==> src/gpio_pkg.sv <==
package gpio_pkg;
    // Register byte offsets on APB
    localparam logic [11:0] DATA_OFFS   = 12'h000;
    localparam logic [11:0] DIR_OFFS    = 12'h004;
    localparam logic [11:0] OPT_OFFS    = 12'h008;
    localparam logic [11:0] SENSE_OFFS  = 12'h00C;
    localparam logic [11:0] STATUS_OFFS = 12'h010;
    // Field positions in the sensitivity register
    localparam int          SENSE_LSB   = 0;
    localparam int          SENSE_W     = 2;
    // Status register fields
    localparam int          ST_PEND_POS = 0;
    localparam int          ST_LINE_POS = 1;
    // Reset values
    localparam logic [7:0]  PORT_RESET  = 8'h00;
    localparam logic [1:0]  SENSE_RESET = 2'h0;
    localparam int          PORT_W      = 8;

    // Sensitivity encodings
    typedef enum logic [1:0] {
        SENSE_FALL_LOW = 2'b00,
        SENSE_RISE     = 2'b01,
        SENSE_FALL     = 2'b10,
        SENSE_BOTH     = 2'b11
    } sense_t;
endpackage

==> src/gpio_sync.sv <==
`timescale 1ns/1ps
module gpio_sync
    import gpio_pkg::*;
(
    // Clock and reset
    input  wire logic              clk,
    input  wire logic              rst_b,
    // Levels
    input  wire logic [PORT_W-1:0] async_in,
    output logic      [PORT_W-1:0] sync_out
);
    typedef struct packed {
        logic [PORT_W-1:0] stage1;
        logic [PORT_W-1:0] stage2;
    } sync_state_t;

    sync_state_t state_reg;
    sync_state_t state_next;

    // First stage feeds only the second stage
    always_comb begin
        state_next        = state_reg;
        state_next.stage1 = async_in;
        state_next.stage2 = state_reg.stage1;
    end

    always_ff @(posedge clk or negedge rst_b) begin
        if (!rst_b) begin
            state_reg <= '0;
        end else begin
            state_reg <= state_next;
        end
    end

    assign sync_out = state_reg.stage2;
endmodule

==> src/gpio_port.sv <==
`timescale 1ns/1ps
// Notes on behaviour
// RULE_01: Eight pins, each independently input, interrupt input, or output.
// RULE_02: Bit X of every port register serves pin X.
// RULE_03: Direction clear makes an input; data read returns the pin level.
// RULE_04: Data writes in input mode only change the latch.
// RULE_05: Direction set drives the latch; data read returns the latch.
// RULE_06: Option picks push-pull or open-drain; open-drain releases on one.
// RULE_07: Input option picks floating or pull-up; pull-up enables interrupts.
// RULE_08: Direction/option: 00 float, 01 pull-up irq, 10 open-drain, 11 push-pull.
// RULE_09: Each interrupt input can raise an external request on its event.
// RULE_10: Sensitivity is set independently, outside the port registers.
// RULE_11: Interrupt pins are NANDed before detection; one low pin masks others.
// RULE_12: Request latch is hidden and clears when its vector is fetched.
// RULE_13: Changing the sensitivity clears a pending request.
// RULE_14: A claiming peripheral overrides data, direction and option.
// RULE_15: Peripheral output forces the pin to output, drive type from peripheral.
// RULE_16: Peripheral inputs need input mode; pin stays readable via data.
// RULE_17: Input mode with peripheral output: data read returns peripheral output.
// RULE_18: Output mode with peripheral input: peripheral receives the latch.
// RULE_19: Software must not enable alternates on interrupt inputs.
// RULE_20: Analog inputs must be floating; avoid disturbing pins during conversion.
// RULE_21: Write data before switching a pin to output.
// RULE_22: Avoid read-modify-write on the data register.
// RULE_23: Change modes only along safe transition sequences.
// RULE_24: All port registers reset to zero; pins start floating.
// RULE_25: Four events: falling, rising, both edges, falling plus low level.
// RULE_26: Pin levels are synchronised before detection and data reads.
module gpio_port
    import gpio_pkg::*;
(
    // Clock and reset
    input  wire logic              clk,
    input  wire logic              rst_b,
    // APB slave
    input  wire logic              psel,
    input  wire logic              penable,
    input  wire logic              pwrite,
    input  wire logic [11:0]       paddr,
    input  wire logic [31:0]       pwdata,
    output logic      [31:0]       prdata,
    output logic                   pready,
    output logic                   pslverr,
    // Pads
    input  wire logic [PORT_W-1:0] pad_in,
    output logic      [PORT_W-1:0] pad_out,
    output logic      [PORT_W-1:0] pad_oe_b,
    output logic      [PORT_W-1:0] pad_pullup,
    // Peripheral alternate functions
    input  wire logic [PORT_W-1:0] alt_out_en,
    input  wire logic [PORT_W-1:0] alt_out_val,
    input  wire logic [PORT_W-1:0] alt_open_drain,
    input  wire logic [PORT_W-1:0] alt_in_en,
    output logic      [PORT_W-1:0] alt_in_val,
    // Interrupt controller
    input  wire logic              vector_fetch,
    output logic                   ext_irq_req
);
    ////////////////////////////////////////////////////////////////////////////
    typedef struct packed {
        logic [PORT_W-1:0] data_latch;
        logic [PORT_W-1:0] direction;
        logic [PORT_W-1:0] option;
        sense_t            sense;
        logic              line_prev;
        logic              pending;
        logic [31:0]       rdata;
    } port_state_t;

    port_state_t state_reg;
    port_state_t state_next;

    logic [PORT_W-1:0] pin_sync;
    logic [PORT_W-1:0] irq_pins;
    logic [PORT_W-1:0] read_view;
    logic              combined_line;
    logic              event_hit;
    logic              wr_acc;
    logic              rd_acc;
    logic              addr_ok;

    function automatic logic is_mapped(input logic [11:0] a);
        is_mapped = (a == DATA_OFFS) || (a == DIR_OFFS) || (a == OPT_OFFS) ||
                    (a == SENSE_OFFS) || (a == STATUS_OFFS);
    endfunction

    // Shared by the clear logic and its assertion
    function automatic logic sense_changes(input logic [31:0] wd, input sense_t cur);
        sense_changes = (sense_t'(wd[SENSE_LSB +: SENSE_W]) != cur);
    endfunction

    // Two-stage synchroniser for pad levels
    gpio_sync u_sync (
        .clk      (clk),
        .rst_b    (rst_b),
        .async_in (pad_in),
        .sync_out (pin_sync)                                   // [RULE_26]
    );

    ////////////////////////////////////////////////////////////////////////////
    // Pad drive: alternate output wins over port settings
    always_comb begin
        for (int i = 0; i < PORT_W; i++) begin
            if (alt_out_en[i]) begin                           // [RULE_14] [RULE_15]
                pad_out[i]  = 1'b0;
                pad_oe_b[i] = alt_open_drain[i] ? alt_out_val[i] : 1'b0;
                if (!alt_open_drain[i]) begin
                    pad_out[i] = alt_out_val[i];
                end
                pad_pullup[i] = 1'b0;
            end else if (state_reg.direction[i]) begin         // [RULE_05] [RULE_08]
                // Open-drain releases on one, push-pull drives both levels
                pad_out[i]    = state_reg.option[i] ? state_reg.data_latch[i] : 1'b0;
                pad_oe_b[i]   = state_reg.option[i] ? 1'b0 : state_reg.data_latch[i]; // [RULE_06]
                pad_pullup[i] = 1'b0;
            end else begin                                     // [RULE_03] [RULE_04]
                pad_out[i]    = 1'b0;
                pad_oe_b[i]   = 1'b1;
                pad_pullup[i] = state_reg.option[i];           // [RULE_07]
            end
        end
    end

    // Data register view and peripheral input per pin
    always_comb begin
        for (int i = 0; i < PORT_W; i++) begin                 // [RULE_01] [RULE_02]
            if (state_reg.direction[i]) begin
                read_view[i] = state_reg.data_latch[i];        // [RULE_05]
            end else if (alt_out_en[i]) begin
                read_view[i] = alt_out_val[i];                 // [RULE_17]
            end else begin
                read_view[i] = pin_sync[i];                    // [RULE_03] [RULE_16]
            end
            if (alt_in_en[i] && state_reg.direction[i]) begin
                alt_in_val[i] = state_reg.data_latch[i];       // [RULE_18]
            end else begin
                alt_in_val[i] = pin_sync[i];
            end
        end
    end

    ////////////////////////////////////////////////////////////////////////////
    // Interrupt source: pull-up inputs NANDed into one line
    assign irq_pins      = ~state_reg.direction & state_reg.option & ~alt_out_en; // [RULE_07]
    // No interrupt pin selected leaves the line idle low
    assign combined_line = ~&(pin_sync | ~irq_pins) & (|irq_pins);             // [RULE_11]

    always_comb begin
        case (state_reg.sense)                                 // [RULE_25] [RULE_10]
            SENSE_FALL_LOW: event_hit = state_reg.line_prev & ~combined_line;
            SENSE_RISE:     event_hit = ~state_reg.line_prev & combined_line;
            SENSE_FALL:     event_hit = state_reg.line_prev & ~combined_line;
            SENSE_BOTH:     event_hit = state_reg.line_prev ^ combined_line;
            default:        event_hit = 1'b0;
        endcase
    end

    ////////////////////////////////////////////////////////////////////////////
    // APB slave, zero wait states
    assign addr_ok = is_mapped(paddr);
    assign wr_acc  = psel && penable && pwrite && addr_ok;
    assign rd_acc  = psel && !penable && !pwrite;
    assign pready  = 1'b1;
    assign pslverr = psel && penable && !addr_ok;
    assign prdata  = state_reg.rdata;

    always_comb begin
        state_next           = state_reg;
        state_next.line_prev = combined_line;

        // Read data captured in setup so it is stable at the access edge
        if (rd_acc) begin
            state_next.rdata = 32'h0000_0000;
            case (paddr)
                DATA_OFFS:   state_next.rdata[PORT_W-1:0] = read_view;
                DIR_OFFS:    state_next.rdata[PORT_W-1:0] = state_reg.direction;
                OPT_OFFS:    state_next.rdata[PORT_W-1:0] = state_reg.option;
                SENSE_OFFS:  state_next.rdata[SENSE_LSB +: SENSE_W] = state_reg.sense;
                STATUS_OFFS: begin
                    // Request latch stays hidden from software
                    state_next.rdata[ST_PEND_POS] = 1'b0;      // [RULE_12]
                    state_next.rdata[ST_LINE_POS] = combined_line;
                end
                default:     state_next.rdata = 32'h0000_0000;
            endcase
        end

        if (wr_acc) begin
            case (paddr)
                DATA_OFFS: state_next.data_latch = pwdata[PORT_W-1:0]; // [RULE_04]
                DIR_OFFS:  state_next.direction  = pwdata[PORT_W-1:0];
                OPT_OFFS:  state_next.option     = pwdata[PORT_W-1:0];
                SENSE_OFFS: begin
                    state_next.sense = sense_t'(pwdata[SENSE_LSB +: SENSE_W]);
                end
                default: begin
                end
            endcase
        end

        // Clears first, then the event, so a same-cycle event survives
        if (vector_fetch) begin
            state_next.pending = 1'b0;                         // [RULE_12]
        end
        if (wr_acc && paddr == SENSE_OFFS && sense_changes(pwdata, state_reg.sense)) begin
            state_next.pending = 1'b0;                         // [RULE_13]
        end
        if (event_hit) begin
            state_next.pending = 1'b1;                         // [RULE_09]
        end
    end

    always_ff @(posedge clk or negedge rst_b) begin
        if (!rst_b) begin
            state_reg            <= '0;                        // [RULE_24]
            state_reg.data_latch <= PORT_RESET;
            state_reg.direction  <= PORT_RESET;
            state_reg.option     <= PORT_RESET;
            state_reg.sense      <= sense_t'(SENSE_RESET);
        end else begin
            state_reg <= state_next;
        end
    end

    // Falling-and-low keeps requesting while the line stays low
    assign ext_irq_req = state_reg.pending ||
                         (state_reg.sense == SENSE_FALL_LOW && (|irq_pins) &&
                          !combined_line);                     // [RULE_25]
endmodule

==> config.mk <==
export PLATFORM = sky130hd
export DESIGN_NAME = gpio_port
export DESIGN_NICKNAME = d
export VERILOG_FILES = /design/src/gpio_pkg.sv /design/src/gpio_sync.sv /design/src/gpio_port.sv
export SDC_FILE = /design/constraint.sdc
export NUM_CORES = 1
export LEC_CHECK = 0
export BUFFER_PORTS_ARGS = -buffer_cell sky130_fd_sc_hd__clkbuf_2
export CAP_MARGIN = 20
export CELL_PAD_IN_SITES_DETAIL_PLACEMENT = 1
export CELL_PAD_IN_SITES_GLOBAL_PLACEMENT = 1
export CORE_MARGIN = 8
export CORE_UTILIZATION = 36
export DETAILED_ROUTE_END_ITERATION = 6
export PLACE_DENSITY = 0.88
export SLEW_MARGIN = 20
export SYNTH_ARGS = -nofsm -noshare
export SYNTH_HDL_FRONTEND = slang
export SYNTH_SLANG_ARGS = --single-unit
==> constraint.sdc <==
create_clock -name clk -period 5.3 [get_ports clk]
set_clock_uncertainty 0.2 [all_clocks]
set_input_delay 0.265 -clock clk [delete_from_list [all_inputs] [get_ports clk]]
set_output_delay 0.265 -clock clk [all_outputs]
set_load 0.02 [all_outputs]
==> summary.txt, run 1 <==
Power and ir drop
  • Sw Share: 27.5%
  • Gate power share: roughly 17%
  • Worst VDD drop: 88.1 uV
  • PD cells: about 200 nW/um2
  • Clock Power Share: a little under a third
  • Switching power: 0.000210 W
  • Int Pwr: around 0.00056 W
  • Seq pwr share: between 50 and 60%
  • Leak Pwr: 1.86 nW
  • Final Power: about 0.00077 W

Die
  • Initial Util: roughly 36%
  • Ports: approximately 160
  • Core region area: approximately 8600 um2
  • Die X: approximately 110 um
  • Die Ht: ~110 um
  • Placement row count: 34
  • Die Area: approximately 12000 um2

Layout
  • Area Overhead vs Synth: 20.6%
  • Diode count: 0
  • Register area: between 1000 and 1500 um2
  • Layout cells sized above 1: about two fifths
  • Multi-input gate area: 1560 um2
  • Fin nets: roughly 490
  • Max reg flops: 28
  • Layout fillers: between 1000 and 1500

Setup path
  • Type of origin of the critical path: flip-flop
  • CP Data Arrival Time: roughly 2.1 ns
  • WS Path Type: reg2out
  • Req. time, crit path: about 4.8 ns
  • Crit path max fanout: 7
  • Critical Path End Type: primary output

Status
  • Status: finished clean

STA
  • Min Tclk post-route: roughly 2.6 ns
  • RSZ-0062 raised after global routing: no
  • Worst Tran Pin Value: ~0.67 ns
  • Setup violators final: 0
  • Period utilisation layout: 48.7%
  • Final Hold Viols: 0
  • Max Freq: 0.387 GHz
  • Max Slew Vio Count: 0
  • Rel. slew slack: a little under three fifths
  • Sum of negative setup slack: 0 ns

Job
  • Maxcap violations: 0

Synthesis
  • Yosys reg bits: 52
  • Synth top area cells: dfrtp_1 42%, mux2_2 12%, buf_4 8.0%
  • Syn avg cell area: around 10 um2
  • Top_reg_cell synth: dfrtp_1
  • Synth async-reset ratio: 100%
  • Post-Syn Area: about 3100 um2
  • Most area-hungry cell type in the Yosys netlist: dfrtp_1
  • Top-area cell type share of the netlist area: a little over two fifths
  • Yosys warns: 0
  • Register area share after synthesis: 41.9%
  • Post-synth cell types: 42
  • Post-synth EDFFs: 0
  • Commonest cells in the synthesized netlist: 52 x dfrtp_1, 34 x mux2_2, 33 x buf_4
  • Mapped Cells: 303
  • Top-count cell post-synth: dfrtp_1

Routing
  • Drt first-iter violations: slightly above 70
  • First-pass iteration count of the detailed router: 4
  • Post-DRT Antenna Nets: 0
  • WL/cell: roughly 18 um
  • Overall routed net length: approximately 9000 um
  • DRC: 0
  • Vias per cell: approximately 5.2
  • Routed via count: between 2000 and 3000

GRT
  • Initial antenna violation count: 0
  • Overflow after GRT: 0
  • Overall Global Routing Usage: ~15%
  • Largest net degree at the start of global routing: 53
  • First-pass GRT wire length: about 14000 um
  • Vias in the first global route: around 2800

CTS
  • Hold-fix buffers, CTS: 9
  • Clock Path Buffers: 2
  • Clock Latency Late Sink: around 0.30 ns
  • CTS tree: done
  • Clock sink count: 52
  • Post-cts sizing count: 0
  • Post-CTS setup buffer count: 0
  • H-tree depth: 2
  • Root Buffer: clkbuf_8
  • Clk pin slew, worst setup/hold paths: 0.09 ns
  • CTS buffer count: 5

Placement
  • Gpl congestion: 0.767
  • # port buffers: ~110
  • Detailed-placement wirelength estimate: 7240 um

Hold path
  • Hold Path Class: in2reg
power groups by stage:
stage	Sequential, W	Combinational (W)	Clock (W)
after floorplan	0.000415	0.0000813	0
after detailed placement	0.000416	0.000123	0
after CTS	0.000408	0.000129	0.000240
final	0.000408	0.000128	0.000229
after global placement	0.000416	0.000119	0
after global routing	0.000409	0.000140	0.000255
placed cells by master, fill, tap and decap left out, drive strengths merged, types with 2 or more instances in the layout:
cell type | netlist | final
nor2 | 4 | 4
clkbuf | 15 | 113
nor4b | 6 | 6
nor4 | 4 | 4
nor3 | 2 | 2
o211ai | 7 | 7
o22ai | 8 | 8
dlygate4sd3 | 0 | 9
conb | 2 | 25
nand2b | 12 | 12
inv | 5 | 5
a31o | 10 | 10
nand3 | 9 | 9
dfrtp | 52 | 52
o31a | 6 | 6
a22o | 6 | 6
or4 | 2 | 2
nor3b | 9 | 9
o311ai | 3 | 3
nand2 | 30 | 30
mux2 | 36 | 36
mux2i | 8 | 8
clkinv | 0 | 2
a2111o | 2 | 2
a21oi | 10 | 10
o21ai | 8 | 8
cell type report:
class,instances,share of cell area [%]
clock buffers,6,2.21
clock inverters,2,0.267
inverters,5,0.502
multi-input cells,220,41.7
flip-flops and latches,52,34.8
well taps,108,3.61
repair buffers,117,16.9
metrics by stage:
step,std cells,util (%),area [um2],worst slack (ns),hold slack (ns)
after global placement,493,41.6,3560,2.77,0.132
after CTS,510,43.8,3740,2.71,0.00585
after global routing,510,43.8,3740,2.59,0.00482
after floorplan,326,-,3190,2.87,-0.231
after detailed placement,493,41.6,3560,2.71,0.136
final,510,43.8,3740,2.72,0.0120
critical path, cell delays in order (launching register included):
cell and delay [ns]:
dfrtp_1 0.47, nor3b_1 0.57, a2111o_1 0.30, nor2_1 0.10, a31o_2 0.22, clkbuf_2 0.16
logic make-up after synthesis:
| family | share of synthesized area, % |
|---|---|
| AO/OA/AOI/OAI | 15.3 |
| XOR/XNOR | 0.282 |
| adder cells (fa/ha/maj) | 0.403 |
| buffers and inverters | 10.5 |
| flip-flops | 41.9 |
| multiplexers | 15.6 |
| other | 0.242 |
| AND/OR/NAND/NOR | 15.6 |
layer usage:
layer	vias to the layer above	part of all wire [%]	track usage, %	routed length [um]
li1	1253	-	-	-
met1	1302	41	18.4	3780
met2	79	52	28.1	4780
met3	7	5.9	2.72	543
met4	0	0.78	3.23	72
met5	-	0	0	0
worst paths after layout:
kind	start	end	slack, ns	depth (start not counted)
min in group asynchronous	rst_b	u_sync.state_next[6]	0.42	3
setup / recovery	state_reg[46]	ext_irq_req	2.72	5
setup reg to reg	state_reg[46]	state_reg[32]	2.76	8
hold reg to reg	u_sync.state_next[2]	u_sync.sync_out[2]	0.16	0
max in group asynchronous	rst_b	u_sync.state_next[3]	4.03	3
hold / removal	pwdata[5]	state_reg[41]	0.01	2
Note: power is estimated with default switching activity, not from simulation.
==> run 2, diff against run 1 <==
--- a/config.mk
+++ b/config.mk
@@ -10,9 +10,9 @@
 export CELL_PAD_IN_SITES_DETAIL_PLACEMENT = 1
 export CELL_PAD_IN_SITES_GLOBAL_PLACEMENT = 1
 export CORE_MARGIN = 8
-export CORE_UTILIZATION = 36
+export CORE_UTILIZATION = 34
 export DETAILED_ROUTE_END_ITERATION = 6
-export PLACE_DENSITY = 0.88
+export PLACE_DENSITY = 0.84
 export SLEW_MARGIN = 20
 export SYNTH_ARGS = -nofsm -noshare
 export SYNTH_HDL_FRONTEND = slang
==> constraint.sdc (replaced) <==
create_clock -name clk -period 2.65 [get_ports clk]
set_clock_uncertainty 0.2 [all_clocks]
set_input_delay 0.1325 -clock clk [delete_from_list [all_inputs] [get_ports clk]]
set_output_delay 0.1325 -clock clk [all_outputs]
set_load 0.02 [all_outputs]
==> run 2 against run 1 <==
Effect of this change: power up 110%; count of clock-buffer cells in the layout did not move; cell count rose by 3.7%; via count up 2.7%; largest cell class unchanged; critical endpoint is now state_reg[32]; global-route usage about the same; critical path type is now reg2reg; register-to-register slack lost 2.5 ns; design area up 4.4%.
==> summary.txt, run 2 (synthesis results as in run 1) <==
Die
  • Initial Util: approximately 34%
  • Core region area: about 9100 um2
  • Die X: between 100 and 150 um
  • Die Area: roughly 12000 um2
  • Placement row count: 35
  • Die Ht: ~110 um
  • Ports: ~160

Layout
  • Commonest non-fill, non-tap cell in the layout: clkbuf_2
  • Layout fillers: roughly 1100
  • Multi-input gate area: 1560 um2
  • Commonest cells after routing, fill and taps aside: 107 x clkbuf_2, 52 x dfrtp_1, 34 x mux2_2
  • Diode count: 0
  • Register area: 1300 um2
  • Max reg flops: 28
  • Layout cells sized above 1: just over 40%
  • Fin nets: just over 500
  • Area Overhead vs Synth: 26.0%

STA
  • Worst Tran Pin Value: ~0.66 ns
  • Final Hold Viols: 0
  • Max Slew Vio Count: 0
  • Sum of negative setup slack: 0 ns
  • Period utilisation layout: about nine tenths
  • Worst setup margin: between 0.2 and 0.25 ns
  • Setup violators final: 0
  • Max Freq: about 0.42 GHz
  • RSZ-0062 raised after global routing: no
  • Min Tclk post-route: 2.41 ns
  • Rel. slew slack: between 50% and 60%

Routing
  • DRC: 0
  • First-pass iteration count of the detailed router: 4
  • WL/cell: about 18 um
  • Post-DRT Antenna Nets: 0
  • Vias per cell: between 5 and 6
  • Routed via count: around 2700
  • Overall routed net length: slightly above 9000 um
  • Drt first-iter violations: about 120

Power and ir drop
  • Leak Pwr: around 1.9 nW
  • Worst VDD drop: roughly 200 uV
  • PD cells: around 420 nW/um2

Setup path
  • Req. time, crit path: ~2.6 ns
  • WS Path Type: reg2reg
  • Critical Path End Type: flip-flop
  • Type of origin of the critical path: flip-flop
  • Crit path max fanout: 6
  • CP Data Arrival Time: around 2.4 ns

Hold path
  • Hold Path Class: in2reg

Placement
  • # port buffers: 107
  • Gpl congestion: between 0.7 and 0.8
  • Detailed-placement wirelength estimate: between 7000 and 8000 um
  • Pre-CTS setup slack: ~0.22 ns

GRT
  • Largest net degree at the start of global routing: 29
  • Initial antenna violation count: 0
  • Overflow after GRT: 0
  • First-pass GRT wire length: approximately 16000 um
  • Vias in the first global route: between 3000 and 4000
  • Overall Global Routing Usage: between 15 and 20%

CTS
  • Clk pin slew, worst setup/hold paths: 0.10 ns
  • CTS buffer count: 5
  • Post-CTS setup buffer count: 0
  • Root Buffer: clkbuf_8
  • Clock Latency Late Sink: around 0.30 ns
  • H-tree depth: 2
  • Clock Path Buffers: 2
  • CTS tree: done
  • Clock sink count: 52

Job
  • Maxcap violations: 0

Status
  • Status: finished clean
## run 2: per-stage QoR
| step | instances | power, W | hold WS, ns | area [um2] | utilization [%] |
|---|---|---|---|---|---|
| after floorplan | 326 | 0.000992 | -0.363 | 3190 | - |
| after global placement | 502 | 0.00107 | -0.0202 | 3610 | 39.8 |
| after detailed placement | 502 | 0.00108 | 0.00388 | 3610 | 39.8 |
| after CTS | 529 | 0.00164 | 0.00770 | 3910 | 43.1 |
| after global routing | 529 | 0.00170 | 0.0647 | 3910 | 43.1 |
| final | 529 | 0.00163 | 0.0185 | 3910 | 43.1 |
## run 2: final cells by class
type	instances	share of cell area, %
sequential	52	33.3
inverter	5	0.480
multi-input combinational	220	40.0
clock buffer	6	1.86
timing repair buffer	133	19.9
clock inverter	2	0.896
tap	111	3.55
## run 2: power breakdown
group / internal, W / switching (W) / total, W
Clock: 0.000281 / 0.000262 / 0.000543
Sequential: 0.000808 / 0.00000872 / 0.000816
Combinational: 0.000104 / 0.000163 / 0.000267
Total: 0.00119 / 0.000434 / 0.00163
## run 2: routing by layer
| metal | vias to the layer above | global-route usage [%] | share of wire, % |
|---|---|---|---|
| met1 | 1330 | 18.5 | 44 |
| met4 | 0 | 3.65 | 1.1 |
| li1 | 1287 | - | - |
| met5 | - | 0 | 0 |
| met2 | 84 | 26.6 | 49 |
| met3 | 10 | 4.38 | 6.2 |
## run 2: what timing repair did
action                                 4_1_cts  5_1_grt
hold buffers                                19        0
gates resized for setup                      0        1
setup endpoints to repair                    0        1
endpoints found under the hold margin       60        0
## run 2: worst paths after layout
check / depth (start not counted) / from / to / slack (ns)
max in group asynchronous: 3 / rst_b / prdata[4] / 1.24
setup / recovery: 9 / state_reg[42] / state_reg[32] / 0.24
min in group asynchronous: 2 / rst_b / u_sync.sync_out[6] / 0.18
hold reg to reg: 0 / u_sync.state_next[4] / u_sync.sync_out[4] / 0.16
hold / removal: 4 / penable / prdata[0] / 0.02
setup reg to reg: 9 / state_reg[42] / state_reg[32] / 0.24
## run 2: critical path, cell delays in order, from the launching register on
cell and delay [ns]:
dfrtp_1 0.44, nor4b_1 0.17, buf_4 0.15, a2111o_1 0.37, nor2_2 0.19, ha_1 0.26
nand2b_1 0.16, o311ai_0 0.11, o31ai_1 0.12, o311ai_0 0.12
